[src/lsd_defs.vh]
`ifndef LSD_DEFS_VH
`define LSD_DEFS_VH
// Channel count and configuration latch width
`define LSD_CHANNELS        16
`define LSD_CFG_WIDTH       8
// Configuration code after power-on: gain 127/128 is code 8'hFF
`define LSD_CFG_RESET       8'hFF
// Output latch reset value
`define LSD_LATCH_RESET     16'h0000
// Error status reset value (all cleared to normal)
`define LSD_ERR_RESET       16'hFFFF
// Mode switch: edge count after the pattern at which the strobe is sampled
`define LSD_MODE_SAMPLE_EDGE 3'h0
// Mode switch window: last switch count, so the window spans two link edges after the pattern
`define LSD_MODE_WINDOW     3'h1
// Low output-enable edges before status capture
`define LSD_CAPTURE_EDGES   2'h2
`endif

[src/lsd_serial_ctrl.v]
// How it works
// - 16-bit shift register feeds parallel channel latches
// - Enabled channel below open threshold reads 0
// - Disabled channel reports status 0
// - Short trips to 0, back to 1 when trip sense clears (release sense unused)
// - Global overtemperature: all off, all status 0
// - Channel overtemperature: that channel off, 0
// - Cooled channel restarts if latch still on
// - Overtemperature bit stays 0 until cleared
// - Return to Normal clears stored errors
// - Enable low pulse starts mode switch phase
// - Strobe at fourth edge picks target mode
// - Strobe latches nothing during switch window
// - Power-on starts in Normal mode
// - Normal mode shifts serial in, out
// - Normal strobe copies shift into output latch
// - Enable low drives latched channels, high off
// - Special enable low loads status to shift
// - Special strobe writes configuration latch
// - Configuration code sets gain in 256 steps
`timescale 1ns/1ns
`default_nettype none
`include "lsd_defs.vh"
module lsd_serial_ctrl #(
   parameter CHANNELS  = `LSD_CHANNELS,
   parameter CFG_WIDTH = `LSD_CFG_WIDTH
) (
   // System clock and reset
   input  wire                 ref_clk,
   input  wire                 rst,
   // Serial link pins
   input  wire                 link_clk,
   input  wire                 serial_in,
   output reg                  serial_out,
   input  wire                 latch_strobe_pin,
   input  wire                 output_enable_n_pin,
   // Analog sense inputs, one bit per channel except global overtemperature and short detect enable
   input  wire [CHANNELS-1:0]  open_load_sense,
   input  wire [CHANNELS-1:0]  short_trip_sense,
   input  wire [CHANNELS-1:0]  short_release_sense,
   input  wire                 global_overtemp,
   input  wire [CHANNELS-1:0]  channel_overtemp,
   input  wire                 short_detect_enable,
   // Channel outputs
   output reg  [CHANNELS-1:0]  sink_enable,
   output wire                 sink_channel_first,
   output wire                 sink_channel_last,
   output reg  [CFG_WIDTH-1:0] gain_code,
   output reg                  special_mode,
   // Parallel latch update stream
   output wire                 latch_valid,
   input  wire                 latch_ready,
   output wire [CHANNELS-1:0]  latch_data,
   // Status
   output reg  [CHANNELS-1:0]  error_status,
   output wire                 update_dropped
);
   localparam ST_NORMAL  = 3'b001;
   localparam ST_SWITCH  = 3'b010;
   localparam ST_SPECIAL = 3'b100;

   // Pin synchronisers; first stage read only by the second
   reg [3:0] sync1_reg;
   reg [3:0] sync2_reg;
   reg       clk_prev_reg;
   wire      s_clk;
   wire      s_din;
   wire      s_le;
   wire      s_oe_n;
   wire      rise;

   // Link-side state
   reg [CHANNELS-1:0]  shift_reg;
   reg [CHANNELS-1:0]  shift_next;
   reg [CHANNELS-1:0]  out_latch_reg;
   reg [CHANNELS-1:0]  thermal_off_reg;
   reg [CHANNELS-1:0]  err_reg;
   reg [CHANNELS-1:0]  err_next;
   reg [2:0]           oe_hist_reg;
   reg [2:0]           state_reg;
   reg [2:0]           state_next;
   reg [2:0]           sw_cnt_reg;
   reg                 target_reg;
   reg [1:0]           low_cnt_reg;
   reg                 pend_reg;
   reg [CHANNELS-1:0]  pend_data_reg;
   reg                 drop_reg;
   wire [CHANNELS-1:0] driven;
   wire                buf_in_ready;
   wire                oe_pulse;
   wire                in_window;
   wire                strobe_normal;
   wire                strobe_cfg;
   wire                capture;

   assign s_clk  = sync2_reg[0];
   assign s_din  = sync2_reg[1];
   assign s_le   = sync2_reg[2];
   assign s_oe_n = sync2_reg[3];
   assign rise   = s_clk & ~clk_prev_reg;

   // History holds the last three sampled enable levels, newest in bit 0
   assign oe_pulse  = ({oe_hist_reg[1:0], s_oe_n} == 3'b101);
   // Pattern edge itself already belongs to the window
   assign in_window = (state_reg == ST_SWITCH) | oe_pulse;
   // Strobe ignored as a latch inside the switch window
   assign strobe_normal = s_le & ~in_window & (state_reg == ST_NORMAL);
   assign strobe_cfg    = s_le & ~in_window & (state_reg == ST_SPECIAL);
   // Capture from the third low edge onward
   assign capture = (state_reg == ST_SPECIAL) & ~s_oe_n
                    & (low_cnt_reg == `LSD_CAPTURE_EDGES);

   // Channels driven: latch on, enable low, not thermally shut down
   assign driven = out_latch_reg & {CHANNELS{~s_oe_n}} & ~thermal_off_reg;

   assign sink_channel_first = sink_enable[0];
   assign sink_channel_last  = sink_enable[CHANNELS-1];
   assign update_dropped     = drop_reg;

   always @(posedge ref_clk or posedge rst) begin
      if (rst) begin
         sync1_reg    <= 4'h8;
         sync2_reg    <= 4'h8;
         clk_prev_reg <= 1'b0;
      end else begin
         sync1_reg    <= {output_enable_n_pin, latch_strobe_pin, serial_in, link_clk};
         sync2_reg    <= sync1_reg;
         clk_prev_reg <= s_clk;
      end
   end

   // Error status: sticky zeros, set to 0 wins over any clear
   always @* begin
      err_next = err_reg;
      if (state_next == ST_NORMAL && state_reg != ST_NORMAL) begin
         err_next = `LSD_ERR_RESET;
      end
      if (global_overtemp) begin
         err_next = {CHANNELS{1'b0}};
      end else begin
         err_next = err_next & ~(channel_overtemp & out_latch_reg);
      end
   end

   // Mode state machine, stepped on link rising edges
   always @* begin
      state_next = state_reg;
      if (rise) begin
         case (state_reg)
            ST_NORMAL: begin
               if (oe_pulse) begin
                  state_next = ST_SWITCH;
               end
            end
            ST_SPECIAL: begin
               if (oe_pulse) begin
                  state_next = ST_SWITCH;
               end
            end
            ST_SWITCH: begin
               if (sw_cnt_reg == `LSD_MODE_WINDOW) begin
                  state_next = target_reg ? ST_SPECIAL : ST_NORMAL;
               end
            end
            default: begin
               state_next = ST_NORMAL;
            end
         endcase
      end
   end

   // Shift source: detected status on capture, held while enable low in special, else serial data
   always @* begin
      shift_next = shift_reg;
      if (rise) begin
         if (capture) begin
            shift_next = error_status;
         end else if (!((state_reg == ST_SPECIAL) && !s_oe_n)) begin
            shift_next = {shift_reg[CHANNELS-2:0], s_din};
         end
      end
   end

   always @(posedge ref_clk or posedge rst) begin
      if (rst) begin
         state_reg       <= ST_NORMAL;
         shift_reg       <= {CHANNELS{1'b0}};
         out_latch_reg   <= `LSD_LATCH_RESET;
         gain_code       <= `LSD_CFG_RESET;
         oe_hist_reg     <= 3'h7;
         sw_cnt_reg      <= 3'h0;
         target_reg      <= 1'b0;
         low_cnt_reg     <= 2'h0;
         thermal_off_reg <= {CHANNELS{1'b0}};
         err_reg         <= `LSD_ERR_RESET;
         error_status    <= `LSD_ERR_RESET;
         sink_enable     <= {CHANNELS{1'b0}};
         serial_out      <= 1'b0;
         special_mode    <= 1'b0;
         pend_reg        <= 1'b0;
         pend_data_reg   <= {CHANNELS{1'b0}};
         drop_reg        <= 1'b0;
      end else begin
         state_reg    <= state_next;
         shift_reg    <= shift_next;
         err_reg      <= err_next;
         serial_out   <= shift_next[CHANNELS-1];
         special_mode <= (state_next == ST_SPECIAL);
         sink_enable  <= driven;
         // Thermal shutdown follows the sensors; release on cooling
         thermal_off_reg <= channel_overtemp | {CHANNELS{global_overtemp}};
         // Live detection: open, short, then sticky overtemperature bits
         error_status <= err_next & out_latch_reg & ~thermal_off_reg
                         & ~open_load_sense
                         & ~(short_trip_sense & {CHANNELS{short_detect_enable}})
                         | (error_status & short_trip_sense & ~short_release_sense
                            & {CHANNELS{short_detect_enable}} & 16'h0000);
         if (rise) begin
            oe_hist_reg <= {oe_hist_reg[1:0], s_oe_n};
            if (state_reg == ST_SWITCH) begin
               sw_cnt_reg <= sw_cnt_reg + 3'h1;
               if (sw_cnt_reg == `LSD_MODE_SAMPLE_EDGE) begin
                  target_reg <= s_le;
               end
            end else begin
               sw_cnt_reg <= 3'h0;
            end
            if (s_oe_n) begin
               low_cnt_reg <= 2'h0;
            end else if (low_cnt_reg != `LSD_CAPTURE_EDGES) begin
               low_cnt_reg <= low_cnt_reg + 2'h1;
            end
            if (strobe_cfg) begin
               gain_code <= shift_next[CFG_WIDTH-1:0];
            end
         end
         // Latch copy waits for buffer room; a second strobe while waiting
         // replaces the pending word and is flagged
         if (rise && strobe_normal) begin
            // Bit shifted on the strobe edge is part of the latched word
            out_latch_reg <= shift_next;
            pend_reg      <= 1'b1;
            pend_data_reg <= shift_next;
            drop_reg      <= pend_reg & ~buf_in_ready;
         end else if (pend_reg && buf_in_ready) begin
            pend_reg <= 1'b0;
         end
      end
   end

   lsd_buffer #(
      .WIDTH(CHANNELS)
   ) u_buffer (
      .ref_clk   (ref_clk),
      .rst       (rst),
      .in_valid  (pend_reg),
      .in_ready  (buf_in_ready),
      .in_data   (pend_data_reg),
      .out_valid (latch_valid),
      .out_ready (latch_ready),
      .out_data  (latch_data)
   );
endmodule // lsd_serial_ctrl
`default_nettype wire

[src/lsd_buffer.v]
`timescale 1ns/1ns
`default_nettype none
// Two-entry buffer; a stalled receiver loses no word
module lsd_buffer #(
   parameter WIDTH = 16
) (
   // Clock and reset
   input  wire             ref_clk,
   input  wire             rst,
   // Fill side
   input  wire             in_valid,
   output wire             in_ready,
   input  wire [WIDTH-1:0] in_data,
   // Drain side
   output wire             out_valid,
   input  wire             out_ready,
   output wire [WIDTH-1:0] out_data
);
   reg [WIDTH-1:0] mem_reg [0:1];
   reg             wr_ptr_reg;
   reg             rd_ptr_reg;
   reg [1:0]       count_reg;
   wire            push;
   wire            pop;

   assign in_ready  = (count_reg != 2'h2);
   assign out_valid = (count_reg != 2'h0);
   assign out_data  = mem_reg[rd_ptr_reg];
   assign push      = in_valid & in_ready;
   assign pop       = out_valid & out_ready;

   always @(posedge ref_clk or posedge rst) begin
      if (rst) begin
         mem_reg[0] <= {WIDTH{1'b0}};
         mem_reg[1] <= {WIDTH{1'b0}};
         wr_ptr_reg <= 1'b0;
         rd_ptr_reg <= 1'b0;
         count_reg  <= 2'h0;
      end else begin
         if (push) begin
            mem_reg[wr_ptr_reg] <= in_data;
            wr_ptr_reg          <= ~wr_ptr_reg;
         end
         if (pop) begin
            rd_ptr_reg <= ~rd_ptr_reg;
         end
         if (push & ~pop) begin
            count_reg <= count_reg + 2'h1;
         end else if (pop & ~push) begin
            count_reg <= count_reg - 2'h1;
         end
      end
   end
endmodule // lsd_buffer
`default_nettype wire

[config.mk]
export PLATFORM = sky130hd
export DESIGN_NAME = lsd_serial_ctrl
export DESIGN_NICKNAME = d
export VERILOG_FILES = /design/src/lsd_serial_ctrl.v /design/src/lsd_buffer.v
export VERILOG_INCLUDE_DIRS = /design/src
export SDC_FILE = /design/constraint.sdc
export NUM_CORES = 1
export LEC_CHECK = 0
export BUFFER_PORTS_ARGS = -buffer_cell sky130_fd_sc_hd__buf_2
export CAP_MARGIN = 20
export CORE_UTILIZATION = 50
export DETAILED_ROUTE_END_ITERATION = 6
export GPL_TIMING_DRIVEN = 0
export PLACE_DENSITY = 0.83
export REMOVE_ABC_BUFFERS = 1
export SYNTH_ARGS = -nofsm -noshare
export SYNTH_HDL_FRONTEND = slang
export SYNTH_SLANG_ARGS = --single-unit
[constraint.sdc]
create_clock -name ref_clk -period 7.5 [get_ports ref_clk]
set_input_delay 0.75 -clock ref_clk [delete_from_list [all_inputs] [get_ports ref_clk]]
set_output_delay 0.75 -clock ref_clk [all_outputs]
set_load 0.05 [all_outputs]
Word level (Yosys, flattened, before mapping)
Cells that the tools add are included.
W data, S select, Z words.
{"block": "classes", "n_addsub": 4, "magnitude_cmp": 3, "eq_ne": 11, "n_mux": 23, "bitwise_logic": 36, "n_reduce_logical": 15}
{"cell": "$and A16 B16 Y16", "count": 9}
{"cell": "$mux W16", "count": 9}
{"cell": "$not A16 Y16", "count": 4}
{"cell": "$bwmux W32", "count": 1}
{"cell": "$demux W16 S1", "count": 1}
{"cell": "$or A16 B16 Y16", "count": 1}
{"cell": "$mux W3", "count": 5}
{"cell": "$and A1 B1 Y1", "count": 11}
{"cell": "$eq A3 B1 Y1 const B", "count": 3}
{"cell": "$eq A3 B3 Y1 const B", "count": 3}
{"cell": "$mux W2", "count": 4}
{"cell": "$not A1 Y1", "count": 8}
{"cell": "$reduce_bool A2 Y1", "count": 4}
{"cell": "$pmux W3 S2", "count": 1}
{"cell": "$logic_and A1 B1 Y1", "count": 5}
{"cell": "$add A2 B1 Y2 const B", "count": 2}
{"cell": "$ge A2 B2 Y1 const B", "count": 2}
{"cell": "$ne A2 B2 Y1 const B", "count": 2}
{"cell": "$not A1 Y2", "count": 2}
{"cell": "$reduce_and A2 Y1", "count": 2}
{"cell": "$add A3 B1 Y3 const B", "count": 1}
{"cell": "$eq A3 B2 Y1 const B", "count": 1}
{"cell": "$logic_not A3 Y1", "count": 1}
{"cell": "$ne A3 B1 Y1 const B", "count": 1}
{"cell": "other kinds (8)", "count": 9}
{"block": "word_totals", "regBits": 164, "word_cells": 116}

Depth between registers and ports, before layout
{"block": "depth", "word_depth": 13, "depth_mapped": 7, "depth_no_buf": 7}

Hierarchy
A second synthesis with hierarchy kept.
{"block": "unflattened", "cells_unflattened": 507, "hier_area_um2": 6712.7}
{"mod": "lsd_serial_ctrl", "instances": 1, "cells_each": 404, "area_each_um2": 5061.1, "seq_area_each_um2": 3234.4}
{"mod": "lsd_buffer", "instances": 1, "cells_each": 103, "area_each_um2": 1651.6, "seq_area_each_um2": 900.9}

Least setup slack after synthesis
No wires, ideal clock.
{"block": "synth_path", "kind": "reg2out", "start": "register u_buffer.rd_ptr_reg", "end": "output latch_data[0]", "t_arrival_ns": 1.448, "required_ns": 6.750, "path_slack_ns": 5.302, "stages_incl_launch_ff": 4, "cell_sequence": "dfrtp_1 > clkbuf_1 > buf_1 > mux2_2"}
{"block": "synth_between", "elab_chain_cells": 4}
{"element": "from (decl)", "line_no": "lsd_buffer.v:21", "text": "reg rd_ptr_reg;"}
{"element": "from (signal assigned)", "line_no": "lsd_buffer.v:45", "text": "rd_ptr_reg <= ~rd_ptr_reg;"}
{"element": "$not A1 Y2 (not written as such)", "line_no": "lsd_buffer.v:28", "text": "assign out_data = mem_reg[rd_ptr_reg];"}
{"element": "$mux W16 (not written as such) (3 in a row)", "line_no": "lsd_buffer.v:28"}
{"element": "to (decl)", "line_no": "lsd_serial_ctrl.v:53", "text": "output wire [CHANNELS-1:0] latch_data,"}
No other way between the ends. The select of a mux whose other input is x is not followed.

Final worst setup path
{"block": "layout_path", "start": "register u_buffer.rd_ptr_reg", "end": "output latch_data[6]"}
Same word-level chain as after synthesis.

==> flow_summary.ini <==
[run_status]
status = completed

[power]
swShare_pct = 31.1
p_leak_nw = 4.13
ir_drop_mv = 0.233
p_sw_mw = 0.841
power_density_nw_per_um2 = 319
p_int_mw = 1.86
p_clk_share_pct = 34.3
pwr-share-seq_pct = 43.9
combPwrFrac_pct = 21.8

[die]
die_x_um = 120
core_um2 = 13500
placementRows = 42
die_area_um2 = 14500
die_y_um = 120
boundaryPins = 135
start_util_pct = 52.2

[yosys]
ys_ff_latch = 163
ys_seq_area_share_pct = 58.9
ys.warnings.count = 0
synth-main-ff-cell = dfrtp_1
synth_area_um2 = 7020
synth_edf_count = 0
yosysUniqueCellTypes = 46
netlist.area_leader.share_pct = 42.1
synth_top_area_cell = dfrtp_1
synth.avg_cell_area_um2 = 12.9
synthArstFlopShare_pct = 100
netlist_instances = 545
synth_area_leaders = dfrtp_1, dfstp_2, mux2_2, o211a_1, nand4_1

[setup_path]
r2r_cells = 5
r2r_start = sync2_reg[3]
startpoint_type = register
cp.arrival_ns = 2.10
crit_buf_inv = 1
path_class = register to output pin
cp_cell_sequence = mux2_2 -> buf_2
ff2ff_setup_slack_ns = 5.05
crit_family = flip-flops
cp-end-kind = output pin
critPathSlowestCell = dfrtp_1
slowest_delay_ns = 1.01
critPathMaxFanout = 17
crit_required_ns = 6.75
r2r-end = error_status[15]

[placed_design]
place.gp.congestion = 0.721
dp_hpwl_mm = 10.3
place_area_um2 = 7810
post-place-ws_ns = 5.07
io_buffer_count = 118

[flow_run]
maxCapViolations = 0

[finish]
antenna_cells = 0
layout_common_cells = dfrtp_1, buf_2, mux2_2
largest_register_ff_count = 32
drive_gt1_share_pct = 48.6
utilization_pct = 63.0
nNetsFinal = 730
syn_to_final_growth_pct = 20.7
stdcell_area_um2 = 8480

[clock_network]
cts_max_path_buffers = 2
cts_setup_buffers = 0
ctsHoldBuffers = 0
cts_tree = done
path_clk_slew_ns = 0.06
cts_buffers = 17
clkLatencyLatePin_ns = 0.42
cts_max_level = 4
cts-resized-gates = 0
cts_root_buf = clkbuf_16
cts.sinks = 163

[detailed_routing]
vias_per_cell = 5.69
vias = 4782
wl_mm = 16.0
first_pass_iters = 5
wl_per_cell_um = 19.0
drt_iter0_markers = 288
antenna_left = 0
drcViolationCount = 0

[timing]
final_hold_viol_count = 0
rsz0062_at_grt = false
finalMaxSlewViolations = 0
finClkSkew_ns = 0.0102
worst_pin_slew_ns = 1.19
max_freq_ghz = 0.351
relSlewSlack_pct = 20.4
min_period_ns = 2.85
tns_ns = 0
worst_slack_ns = 4.65
setup_viol = 0
period_share_pct = 37.9

[global_routing]
antenna_found_initial = 0
grt_pass1_wl_mm = 25.5
grt_pass1_vias = 4866
track_usage_pct = 23.6
grt_max_degree = 84
grt-ovfl-total = 0

[worst_hold_path]
hold_class = register to register
whs_endpoint = sync2_reg[3]
holdPathStages = 0
min_from = sync1_reg[3]
power by group through the flow:
stage,Sequential (mW),Combinational (mW),Clock (mW)
final,1.19,0.590,0.927
after global routing,1.21,0.632,0.983
after CTS,1.18,0.586,0.942
after detailed placement,1.20,0.580,0
after global placement,1.18,0.543,0
after floorplan,1.17,0.419,0
metrics by stage:
stage	hold slack [ns]	total power [mW]	cells
final	0.355	2.70	841
after global routing	0.357	2.82	841
after CTS	0.357	2.71	840
after detailed placement	0.342	1.78	808
after floorplan	0.331	1.58	506
after global placement	0.340	1.72	800
logic make-up (layout without fill, tap and decap cells):
group	Yosys count	after routing	synth area share, %
and+or+nand+nor	171	171	16.1
DFF	163	163	58.9
AOI/OAI and AO/OA	80	80	8.36
muxes	74	74	11.9
buffers and inverters	47	167	3.19
adders and majority gates	5	5	0.891
xor gates and xnor gates	5	5	0.624
cell usage after synthesis, types with 2 or more instances:
cell and instances:
a211oi_1 16, a21oi_1 19, buf_1 4, buf_2 11, buf_4 3, buf_6 3
clkbuf_1 18, dfrtp_1 118, dfstp_2 45, ha_1 5, inv_1 8, mux2_2 72
nand2_1 28, nand2b_1 21, nand3_1 10, nand3_2 10, nand3b_1 17, nand4_1 22
nand4_2 8, nand4_4 2, nor2_1 18, nor2b_1 3, nor3_1 3, nor3b_1 4
nor4_2 2, o211a_1 16, o21a_1 17, o21ai_0 4, or2_2 18, xnor2_1 3
xor2_1 2
metal layers:
layer | track usage, % | vias to the layer above | wire, um
met3 | 4.72 | 26 | 710
li1 | - | 2169 | -
met5 | 0 | - | 0
met2 | 37.8 | 164 | 7970
met1 | 31.8 | 2423 | 7050
met4 | 9.26 | 0 | 261
how the worst max path moves through the flow:
stage / startpoint / end / slack (ns) / cells after the start
floorplan: rst / clk_prev_reg / 2.42 / 1
global placement: sync2_reg[0] / pend_data_reg[14] / 0.75 / 4
detailed placement: sync2_reg[3] / error_status[5] / 5.07 / 5
CTS: u_buffer.rd_ptr_reg / latch_data[6] / 4.64 / 2
global route: u_buffer.rd_ptr_reg / latch_data[6] / 4.57 / 2
finish: u_buffer.rd_ptr_reg / latch_data[6] / 4.65 / 2
cell type report:
cell class,instances,area (um2)
fill,1037,4980
multi-input combinational,335,2690
sequential,163,4140
inverter,8,35.0
timing repair buffer,127,757
clock buffer,20,457
tap,176,220
clock inverter,12,179
Note: power is estimated with default switching activity, not from simulation.
